File: config.mk
export PLATFORM = sky130hd
export DESIGN_NAME = sdc_top
export DESIGN_NICKNAME = d
export VERILOG_FILES = /design/src/verilog/sdc_pkg.sv /design/src/verilog/sdc_divider.sv /design/src/verilog/sdc_top.sv
export SDC_FILE = /design/constraint.sdc
export NUM_CORES = 1
export LEC_CHECK = 0
export BUFFER_PORTS_ARGS = -buffer_cell sky130_fd_sc_hd__buf_2
export CAP_MARGIN = 20
export CORE_UTILIZATION = 45
export CTS_BUF_LIST = sky130_fd_sc_hd__clkbuf_2 sky130_fd_sc_hd__clkbuf_4 sky130_fd_sc_hd__clkbuf_8
export DETAILED_ROUTE_END_ITERATION = 6
export GPL_TIMING_DRIVEN = 0
export PLACE_DENSITY = 0.72
export SYNTH_ARGS = -nofsm -noshare
export SYNTH_HDL_FRONTEND = slang
export SYNTH_SLANG_ARGS = --single-unit
File: constraint.sdc
create_clock -name sys_clk -period 3.75 [get_ports sys_clk]
set_clock_uncertainty 0.15 [all_clocks]
set_input_delay 0.75 -clock sys_clk [delete_from_list [all_inputs] [get_ports sys_clk]]
set_output_delay 0.75 -clock sys_clk [all_outputs]
set_load 0.1 [all_outputs]
File: src/verilog/sdc_pkg.sv
`default_nettype none
package sdc_pkg;
  localparam int M_W      = 9;
  localparam int N_W      = 2;
  localparam int T_W      = 3;
  localparam int SR_W     = T_W + N_W + M_W;
  localparam int REF_PRE  = 16;
  localparam int M_MIN    = 200;
  localparam int M_MAX    = 400;

  localparam logic [31:0] REG_CTRL   = 32'h0000_0000;
  localparam logic [31:0] REG_PAR    = 32'h0000_0004;
  localparam logic [31:0] REG_SHIFT  = 32'h0000_0008;
  localparam logic [31:0] REG_CFG    = 32'h0000_000c;
  localparam logic [31:0] REG_STAT   = 32'h0000_0010;

  localparam logic [M_W-1:0] M_RST = 9'h100;
  localparam logic [N_W-1:0] N_RST = 2'h0;
  localparam logic [T_W-1:0] T_RST = 3'h0;

  localparam logic [T_W-1:0] T_SHIFT  = 3'h0;
  localparam logic [T_W-1:0] T_HIGH   = 3'h1;
  localparam logic [T_W-1:0] T_REF    = 3'h2;
  localparam logic [T_W-1:0] T_MHALF  = 3'h3;
  localparam logic [T_W-1:0] T_SYNTH  = 3'h4;
  localparam logic [T_W-1:0] T_LOW    = 3'h5;
  localparam logic [T_W-1:0] T_BYPASS = 3'h6;
  localparam logic [T_W-1:0] T_QUART  = 3'h7;

  localparam int SYNC_N = 3;
endpackage
`default_nettype wire

File: src/verilog/sdc_divider.sv
`default_nettype none
// Modulo-count divider; emits a one-cycle enable every ratio input enables.
module sdc_divider #(
  parameter int W = 9
) (
  // Clock and reset
  input  wire logic         sys_clk,
  input  wire logic         rst,
  // Control
  input  wire logic         tick_in,
  input  wire logic [W-1:0] ratio,
  // Result
  output logic              tick_out,
  output logic              half_out
);
  typedef struct packed {
    logic [W-1:0] cnt;
    logic         half;
  } sdc_div_st_t;
  sdc_div_st_t st_reg;
  sdc_div_st_t st_next;
  logic        wrap;

  // A ratio of zero or one passes every enable through
  assign wrap     = tick_in && ((ratio <= W'(1)) || (st_reg.cnt >= ratio - W'(1)));
  assign tick_out = wrap;
  assign half_out = st_reg.half;

  always_comb begin
    st_next = st_reg;
    if (tick_in) begin
      if (wrap) begin
        st_next.cnt  = '0;
        st_next.half = ~st_reg.half;
      end else begin
        st_next.cnt = st_reg.cnt + W'(1);
      end
    end
  end

  always_ff @(posedge sys_clk or posedge rst) begin
    if (rst) begin
      st_reg <= '0;
    end else begin
      st_reg <= st_next;
    end
  end
endmodule
`default_nettype wire

File: src/verilog/sdc_top.sv
// The APB register port and the register offsets were chosen for this implementation.
`default_nettype none
module sdc_top
  import sdc_pkg::*;
#(
  parameter int M_WIDTH = sdc_pkg::M_W
) (
  // Clock and reset
  input  wire logic        sys_clk,
  input  wire logic        rst,
  // APB slave
  input  wire logic        psel,
  input  wire logic        penable,
  input  wire logic        pwrite,
  input  wire logic [31:0] paddr,
  input  wire logic [31:0] pwdata,
  output logic      [31:0] prdata,
  output logic             pready,
  output logic             pslverr,
  // Configuration pins
  input  wire logic        par_load_n,
  input  wire logic [8:0]  m_in,
  input  wire logic [1:0]  n_in,
  input  wire logic        ser_clock,
  input  wire logic        ser_data,
  input  wire logic        ser_load,
  // Clock-domain stand-ins for the analog loop
  input  wire logic        phase_ref,
  input  wire logic        vco_tick,
  // Outputs
  output logic             synth_output,
  output logic             test_out,
  output logic [8:0]       m_active,
  output logic [1:0]       n_active,
  output logic [2:0]       t_active
);
  import sdc_pkg::*;

  function automatic logic [3:0] n_ratio(input logic [1:0] sel);
    case (sel)
      2'h0:    n_ratio = 4'h2;
      2'h1:    n_ratio = 4'h4;
      2'h2:    n_ratio = 4'h8;
      default: n_ratio = 4'h1;
    endcase
  endfunction

  function automatic logic pin_ok(input logic [2:0] s);
    pin_ok = (s[1] == s[2]);
  endfunction

  typedef struct packed {
    logic [2:0]       pl_s;
    logic [2:0]       sc_s;
    logic [2:0]       sd_s;
    logic [2:0]       sl_s;
    logic [2:0]       rf_s;
    logic             pl_q;
    logic             sc_q;
    logic             sl_q;
    logic             sc_prev;
    logic [SR_W-1:0]  shreg;
    logic [M_W-1:0]   m_lat;
    logic [N_W-1:0]   n_lat;
    logic [T_W-1:0]   t_lat;
    logic             ref_q;
    logic             quart;
    logic [1:0]       qcnt;
    logic             sw_mode;
    logic             sw_pl_n;
    logic             sw_sclk;
    logic             sw_sdat;
    logic             sw_sld;
    logic [31:0]      rdata;
  } sdc_st_t;

  sdc_st_t st_reg;
  sdc_st_t st_next;

  logic pl_n;
  logic sclk;
  logic sdat;
  logic sld;
  logic sc_rise;
  logic loop_tick;
  logic out_tick;
  logic m_tick;
  logic m_half;
  logic n_half;
  logic [3:0] nr;
  logic apb_acc;
  logic addr_ok;

  // Software can drive par_load_n and the three serial pins itself for board bring-up; m_in and n_in always come from the pins
  assign pl_n = st_reg.sw_mode ? st_reg.sw_pl_n : st_reg.pl_q;
  assign sclk = st_reg.sw_mode ? st_reg.sw_sclk : st_reg.sc_q;
  assign sdat = st_reg.sw_mode ? st_reg.sw_sdat : st_reg.sd_s[2];
  assign sld  = st_reg.sw_mode ? st_reg.sw_sld  : st_reg.sl_q;

  assign sc_rise = sclk && !st_reg.sc_prev;

  // bypass feeds dividers from serial clock
  assign loop_tick = (st_reg.t_lat == T_BYPASS) ? sc_rise : vco_tick;
  assign nr        = n_ratio(st_reg.n_lat);

  // output tracks loop_tick (vco, or serial clock in bypass) over N; loop over M
  sdc_divider #(.W(4)) u_ndiv (
    .sys_clk  (sys_clk),
    .rst      (rst),
    .tick_in  (loop_tick),
    .ratio    (nr),
    .tick_out (out_tick),
    .half_out (n_half)
  );

  sdc_divider #(.W(M_W)) u_mdiv (
    .sys_clk  (sys_clk),
    .rst      (rst),
    .tick_in  (loop_tick),
    .ratio    (st_reg.m_lat),
    .tick_out (m_tick),
    .half_out (m_half)
  );

  assign apb_acc = psel && penable;
  assign addr_ok = (paddr == REG_CTRL) || (paddr == REG_PAR) || (paddr == REG_SHIFT)
                   || (paddr == REG_CFG) || (paddr == REG_STAT);

  always_comb begin
    st_next = st_reg;
    st_next.pl_s = {st_reg.pl_s[1:0], par_load_n};
    st_next.sc_s = {st_reg.sc_s[1:0], ser_clock};
    st_next.sd_s = {st_reg.sd_s[1:0], ser_data};
    st_next.sl_s = {st_reg.sl_s[1:0], ser_load};
    st_next.rf_s = {st_reg.rf_s[1:0], phase_ref};
    if (pin_ok(st_reg.pl_s)) st_next.pl_q = st_reg.pl_s[2];
    if (pin_ok(st_reg.sl_s)) st_next.sl_q = st_reg.sl_s[2];
    if (pin_ok(st_reg.rf_s)) st_next.ref_q = st_reg.rf_s[2];
    if (pin_ok(st_reg.sc_s)) st_next.sc_q = st_reg.sc_s[2];
    // Previous effective level kept out of the synchronizer chain
    st_next.sc_prev = sclk;
    // shift MSB-first stream; T ends on top
    if (sc_rise) begin
      st_next.shreg = {st_reg.shreg[SR_W-2:0], sdat};
    end
    if (!pl_n) begin
      // transparent, last value held at rise
      st_next.m_lat = m_in;
      st_next.n_lat = n_in;
      st_next.t_lat = T_RST;
    end else if (sld) begin
      st_next.t_lat = st_reg.shreg[SR_W-1 -: T_W];
      st_next.n_lat = st_reg.shreg[M_W +: N_W];
      st_next.m_lat = st_reg.shreg[M_W-1:0];
    end
    if (out_tick) begin
      st_next.qcnt = st_reg.qcnt + 2'h1;
      if (st_reg.qcnt == 2'h3) st_next.quart = ~st_reg.quart;
    end
    st_next.rdata = 32'h0;
    if (psel && !penable && !pwrite) begin
      case (paddr)
        REG_CTRL:  st_next.rdata = {27'h0, st_reg.sw_sld, st_reg.sw_sdat, st_reg.sw_sclk,
                                     st_reg.sw_pl_n, st_reg.sw_mode};
        REG_PAR:   st_next.rdata = {21'h0, n_in, m_in};
        REG_SHIFT: st_next.rdata = {18'h0, st_reg.shreg};
        REG_CFG:   st_next.rdata = {18'h0, st_reg.t_lat, st_reg.n_lat, st_reg.m_lat};
        REG_STAT:  st_next.rdata = {27'h0, test_out, synth_output, pl_n,
                                     (st_reg.m_lat >= 9'(M_MIN)) && (9'(st_reg.m_lat) <= 9'(M_MAX)),
                                     st_reg.t_lat == T_BYPASS};
        default:   st_next.rdata = 32'h0;
      endcase
    end else if (apb_acc) begin
      st_next.rdata = st_reg.rdata;
    end
    if (apb_acc && pwrite && paddr == REG_CTRL) begin
      st_next.sw_mode = pwdata[0];
      st_next.sw_pl_n = pwdata[1];
      st_next.sw_sclk = pwdata[2];
      st_next.sw_sdat = pwdata[3];
      st_next.sw_sld  = pwdata[4];
    end
  end

  always_ff @(posedge sys_clk or posedge rst) begin
    if (rst) begin
      st_reg         <= '0;
      st_reg.pl_s    <= 3'h7;
      st_reg.pl_q    <= 1'b1;
      st_reg.sw_pl_n <= 1'b1;
      st_reg.m_lat   <= M_RST;
      st_reg.n_lat   <= N_RST;
      st_reg.t_lat   <= T_RST;
    end else begin
      st_reg <= st_next;
    end
  end

  assign pready  = 1'b1;
  assign pslverr = apb_acc && !addr_ok;
  assign prdata  = st_reg.rdata;

  // N divider drives output in all modes
  assign synth_output = n_half;
  assign m_active     = st_reg.m_lat;
  assign n_active     = st_reg.n_lat;
  assign t_active     = st_reg.t_lat;

  always_comb begin
    case (st_reg.t_lat)
      T_SHIFT:  test_out = st_reg.shreg[SR_W-1];
      T_HIGH:   test_out = 1'b1;
      T_REF:    test_out = st_reg.ref_q;
      T_MHALF:  test_out = m_half;
      T_SYNTH:  test_out = n_half;
      T_LOW:    test_out = 1'b0;
      T_BYPASS: test_out = m_half;
      default:  test_out = st_reg.quart;
    endcase
  end
endmodule
`default_nettype wire

== Yosys cells after proc, flatten, opt, wreduce, memory -nomap -nowiden ==
Index checks and enable logic that the tools add are counted.
Cells by class
  shift operators: 0
  equal/unequal tests: 19
  bitwise logic cells: 3
  mux-type cells: 14
  div/mod/pow operators: 0
  magnitude comparators: 6
  multiply operators: 0
  reduce and logical (&&, ||, !) cells: 27
  add/subtract/negate cells: 5
Operators with widths (number)
  $pmux W14 S5: 1
  $eq A32 B4 Y1 const B: 2
  $mux W32: 2
  $eq A32 B3 Y1 const B: 1
  $eq A32 B5 Y1 const B: 1
  $logic_not A32 Y1: 1
  $mux W14: 2
  $pmux W4 S3: 1
  $logic_and A1 B1 Y1: 10
  $add A9 B1 Y9 const B: 1
  $eq A3 B3 Y1 const B: 3
  $ge A9 B8 Y1 const B: 1
  $ge A9 B9 Y1: 1
  $le A9 B1 Y1 const B: 1
  $le A9 B9 Y1 const B: 1
  $mux W9: 1
  $sub A9 B1 Y9 const B: 1
  $eq A3 B2 Y1 const B: 2
  $logic_or A1 B1 Y1: 6
  $pmux W1 S6: 1
  $reduce_and A2 Y1: 3
  $mux W1: 5
  $add A4 B1 Y4 const B: 1
  $eq A1 B1 Y1: 4
  14 further kinds: 21
Word-level totals
  register bits: 103
  logic and storage cells: 100
  bits in writable memories: 0
  bits in read-only memories: 0
  memories: 0
  bits in latches: 0

== Logic depth before layout (Yosys ltp) ==
  word-level depth: 7
  depth in mapped cells: 11

== By module ==
From an unflattened synthesis, not the netlist that was laid out.
Unflattened totals
  cell total of the unflattened synthesis: 461
  area total of the unflattened synthesis: 4847.1 µm²
Modules (own cells, without submodules)
  sdc_top: area each 3544.6 µm², sequential area each 1759.2 µm², times used 1, cells each 320
  sdc_divider at u_mdiv: area each 865.8 µm², sequential area each 250.2 µm², times used 1, cells each 98
  sdc_divider at u_ndiv: area each 436.7 µm², sequential area each 125.1 µm², times used 1, cells each 43

== Worst setup path before layout ==
OpenSTA, ideal clock, no wires.
  path kind: input to output
  start: in paddr[3]
  end: out pslverr
  data required time: 2.850 ns
  data arrival time: 3.513 ns
  path buffers: 2
  stages: 4
  setup slack: -0.663 ns
  cell sequence: buf_2 -> clkbuf_1 -> o21ai_0 -> a21boi_0
Between the ends
  cells in the longest elaborated chain, start to end: 7
  elaborated cells on any way between the ends: 11
  classes of those cells: eq/ne (4); reduce/logical (7)
Ends and longest elaborated chain
  start, declared: line sdc_top.sv:15  | input wire logic [31:0] paddr,
  $eq A32 B3 Y1 / $logic_not A32 Y1 (equally long branches): line sdc_top.sv:126  | assign addr_ok = (paddr == REG_CTRL) || (paddr == REG_PAR) || (paddr == REG_SHIFT)
  $logic_or A1 B1 Y1 (2 in series): line sdc_top.sv:126
  $logic_or A1 B1 Y1: line sdc_top.sv:127  | || (paddr == REG_CFG) || (paddr == REG_STAT);
  $logic_or A1 B1 Y1 (*): line sdc_top.sv:127
  $logic_not A1 Y1 (*): line sdc_top.sv:200  | assign pslverr = apb_acc && !addr_ok;
  $logic_and A1 B1 Y1 (*): line sdc_top.sv:200
  end, declared: line sdc_top.sv:19  | output logic pslverr,
Mark *: on every way between the ends. The rest lies on a longest branch, timed or not.

== Worst setup path in the final report ==
  start: reg st_reg, in the netlist m_active[1]
  end: reg u_mdiv.st_reg[1] in the netlist's numbering
Between the ends
  cells in the longest elaborated chain, start to end: 5
  elaborated cells on any way between the ends: 6
  classes of those cells: add/sub (1); order compare (2); mux (1); reduce/logical (2)
Ends and longest elaborated chain
  start, declared: line sdc_top.sv:77  | sdc_st_t st_reg;
  start signal, assigned: line sdc_top.sv:195  | st_reg <= st_next;
  $sub A9 B1 Y9: line sdc_divider.sv:25  | assign wrap = tick_in && ((ratio <= W'(1)) || (st_reg.cnt >= ratio - W'(1)));
  $ge A9 B9 Y1: line sdc_divider.sv:25
  $logic_or A1 B1 Y1 (*): line sdc_divider.sv:25
  $logic_and A1 B1 Y1 (*): line sdc_divider.sv:25
  $mux W9 (*): line sdc_divider.sv:32  | if (wrap) begin
  end signal, assigned: line sdc_divider.sv:45  | st_reg <= st_next;
  end, declared: line sdc_divider.sv:20  | sdc_div_st_t st_reg;
Marks and branches as above.
A chain may end at the register's enable or synchronous reset.

==> reports/metrics.csv <==
stage,metric,value,unit
placement,place_area,5460,µm²
detailed_routing,first_pass_iters,5,
critical_path,cp-end-kind,flop,
final_layout,synthToLayoutAreaGrowth,18.8,%
final_layout,final_area,5640,µm²
synth,ys.flop_type,dfrtp_1,
final_layout,finalNonFillerCells,699,
critical_path,crit_top_cell,ha_1,
clock_tree,cts_buffers,9,
placement,dp_slack,531,ps
placement,globalplace.congestion,0.805,
synth,synth_edf_count,0,
floorplan,num_io_pins,136,
global_route,grt_use_total,19.7,%
detailed_routing,ant_nets,0,
floorplan,fp.coreArea,10300,µm²
detailed_routing,wire_per_inst,14.6,µm
synth,ys_warn_count,0,
final_layout,layout_commonest_cell,buf_2,
final_layout,final_cell_mix,"buf_2 (94), dfrtp_1 (79), buf_4 (49)",
critical_path,start_kind,flop,
run,cap_violations,0,
synth,async_flop_share,100,%
clock_tree,cts.clk_slew.worst_paths,90,ps
clock_tree,clock-sinks,85,
sta,fin_crit_sh,87.3,%
placement,dp_hpwl,7740,µm
sta,setup_ws,477,ps
sta,hold_viol_final,0,
global_route,grt_max_degree,57,
detailed_routing,drt_iter0_drc,217,
synth,syn_area,4750,µm²
sta,setup_viol,0,
critical_path,crit_chain,"inv_1, ha_1, nor3b_1, nand2_1, xor2_1, ha_1, and4_1, a21oi_1, nand3_2, nor3_2, mux2_2",
final_layout,nets,664,
critical_path,cp.required,3910,ps
power_and_ir_drop,powerDensity,614,nW/µm²
floorplan,die_area,11000,µm²
synth,syn_avg_cell_area,10.8,µm²
power_and_ir_drop,vdd_drop_max,0.372,mV
clock_tree,clock_path_buffers,2,
critical_path,path_max_fanout,8,
critical_path,crit_path_max_incr_delay,500,ps
final_layout,largest_reg_flops,32,
final_layout,regArea,2130,µm²
sta,slew_violations,0,
hold_path,hold_end,st_next[84]$_DFF_PP0_,
hold_path,hold_path_depth,0,
sta,fmaxAchievable,306,MHz
final_layout,fillers,947,
critical_path,arrival,3430,ps
sta,tightestPinTransition,660,ps
final_layout,insertedDiodeCount,0,
detailed_routing,num_vias,3638,
final_layout,drive_gt1_share,37.3,%
clock_tree,clock_latency,370,ps
placement,port_buffers,88,
detailed_routing,wl,10200,µm
critical_path,reg2reg_slack,480,ps
floorplan,num_rows,37,
global_route,grt_overflow,0,
critical_path,crit_type,reg2reg,
critical_path,reg2reg_to,u_mdiv.st_reg[1]$_DFFE_PP0P_,
status,status,finished clean,
critical_path,critPathSlowestCell,nor3b_1,
power_and_ir_drop,static-leakage-power,0.00274,µW
global_route,grt_pass1_wl,17000,µm
sta,whs,206,ps
floorplan,die_w,105,µm
synth,yosys_register_bits,85,
sta,relSlewSlack,54.7,%
placement,dp_cells,683,
clock_tree,cts_root_buf,clkbuf_8,
clock_tree,cts_tree,done,
global_route,grt_pass1_vias,3375,
floorplan,initial_utilization,46.2,%
sta,rsz0062_at_grt,false,
critical_path,reg2regPathDepth,11,
critical_path,rr_startpoint,m_active[1]$_DFFE_PP0P_,
sta,min_period,3270,ps
synth,postSynthCellCount,441,
final_layout,fin_util,54.9,%
clock_tree,cts_setup_buffers,0,
clock_tree,htree_levels,3,
clock_tree,cts_hold_buf,0,
hold_path,hold_path.class,reg2reg,
detailed_routing,drc,0,
floorplan,die_h,105,µm
global_route,antenna_found_initial,0,
detailed_routing,drt-vias-per-instance,5.20,
synth,seq_area_frac_synth,44.9,%
clock_tree,cts-resized-gates,0,
hold_path,hp-start,st_next[83]$_DFF_PP0_,
synth,netlist-cell-type-count,59,
final_layout,multi_input_area,2180,µm²
[cell usage after synthesis, types with 3 or more instances]
library cell	n	share of area [%]
buf_2	6	0.63
dfstp_2	6	3.3
clkbuf_1	6	0.47
and3_1	3	0.40
nand3_1	5	0.53
nor3_1	9	0.95
buf_4	49	7.7
mux4_2	4	1.9
ha_1	20	5.3
buf_6	4	0.95
xnor2_1	9	1.7
maj3_1	4	0.84
nor2b_1	5	0.66
a21oi_1	9	0.95
dfrtp_1	79	42
a22oi_1	7	1.1
and2_1	3	0.40
o21ai_0	39	4.1
mux2i_1	20	4.2
nand4_1	4	0.53
nor2_1	13	1.0
nand2b_1	4	0.53
mux2_2	27	6.4
nand2_1	40	3.2
a31oi_1	3	0.40
nor4_1	9	1.2
a22o_1	3	0.55
inv_1	10	0.79
[how the worst max path moves through the flow]
stage	slack, ps	cells past startpoint	end	startpoint
after global placement	-290	2	st_reg[40]$_DFFE_PP0N_	rst
after global routing	240	11	u_mdiv.st_reg[3]$_DFFE_PP0P_	m_active[0]$_DFFE_PP0P_
after CTS	500	11	u_mdiv.st_reg[1]$_DFFE_PP0P_	m_active[0]$_DFFE_PP0P_
after floorplan	70	4	pslverr	paddr[3]
after detailed placement	530	11	u_mdiv.st_reg[9]$_DFFE_PP0P_	m_active[0]$_DFFE_PP0P_
final	480	11	u_mdiv.st_reg[1]$_DFFE_PP0P_	m_active[1]$_DFFE_PP0P_
[critical path, delay by kind of cell, from the launching register on]
family,cells,cell delay (ps)
AO/OA/AOI/OAI,1,180
XOR/XNOR,1,170
adder cells (fa/ha/maj),2,450
buffers and inverters,1,110
flip-flops,1,470
multiplexers,1,230
AND/OR/NAND/NOR,5,1450
[kinds of logic after synthesis]
| group | after synthesis | synth area share [%] |
|---|---|---|
| flops | 85 | 44.9 |
| fa+ha+maj | 24 | 6.11 |
| mux | 55 | 13.6 |
| compound gates | 83 | 11.1 |
| xor+xnor | 11 | 2.03 |
| simple gates | 105 | 11.4 |
| other cells | 2 | 0.158 |
| buf+inv | 76 | 10.7 |
[power by group]
group	internal, µW	total [µW]	leakage, µW	switching, µW
registers	1130	1370	0.00105	244
logic	555	1480	0.00160	921
clock network	260	619	0.0000957	359
[layout make-up]
| class | instances | share of cell area, % |
|---|---|---|
| Multi-Input combinational cell | 297 | 38.6 |
| Timing Repair Buffer | 89 | 8.29 |
| Sequential cell | 85 | 37.8 |
| Tap cell | 136 | 3.01 |
| Buffer | 65 | 8.25 |
| Inverter | 11 | 0.776 |
| Clock inverter | 6 | 0.931 |
| Clock buffer | 10 | 2.33 |
[per-stage QoR]
| stage | setup TNS [ps] | total power [µW] |
|---|---|---|
| floorplan | 0 | 2540 |
| global placement | -22700 | 2800 |
| detailed placement | 0 | 2870 |
| CTS | 0 | 3490 |
| global route | 0 | 3690 |
| finish | 0 | 3460 |
[routing by layer]
layer / global-route usage [%] / share of wire [%] / up-vias
li1: - / - / 1741
met1: 26.6 / 46 / 1774
met2: 32.3 / 48 / 105
met3: 4.30 / 4.9 / 18
met4: 4.93 / 1.4 / 0
met5: 0 / 0 / -
Note: power is estimated with default switching activity, not from simulation.
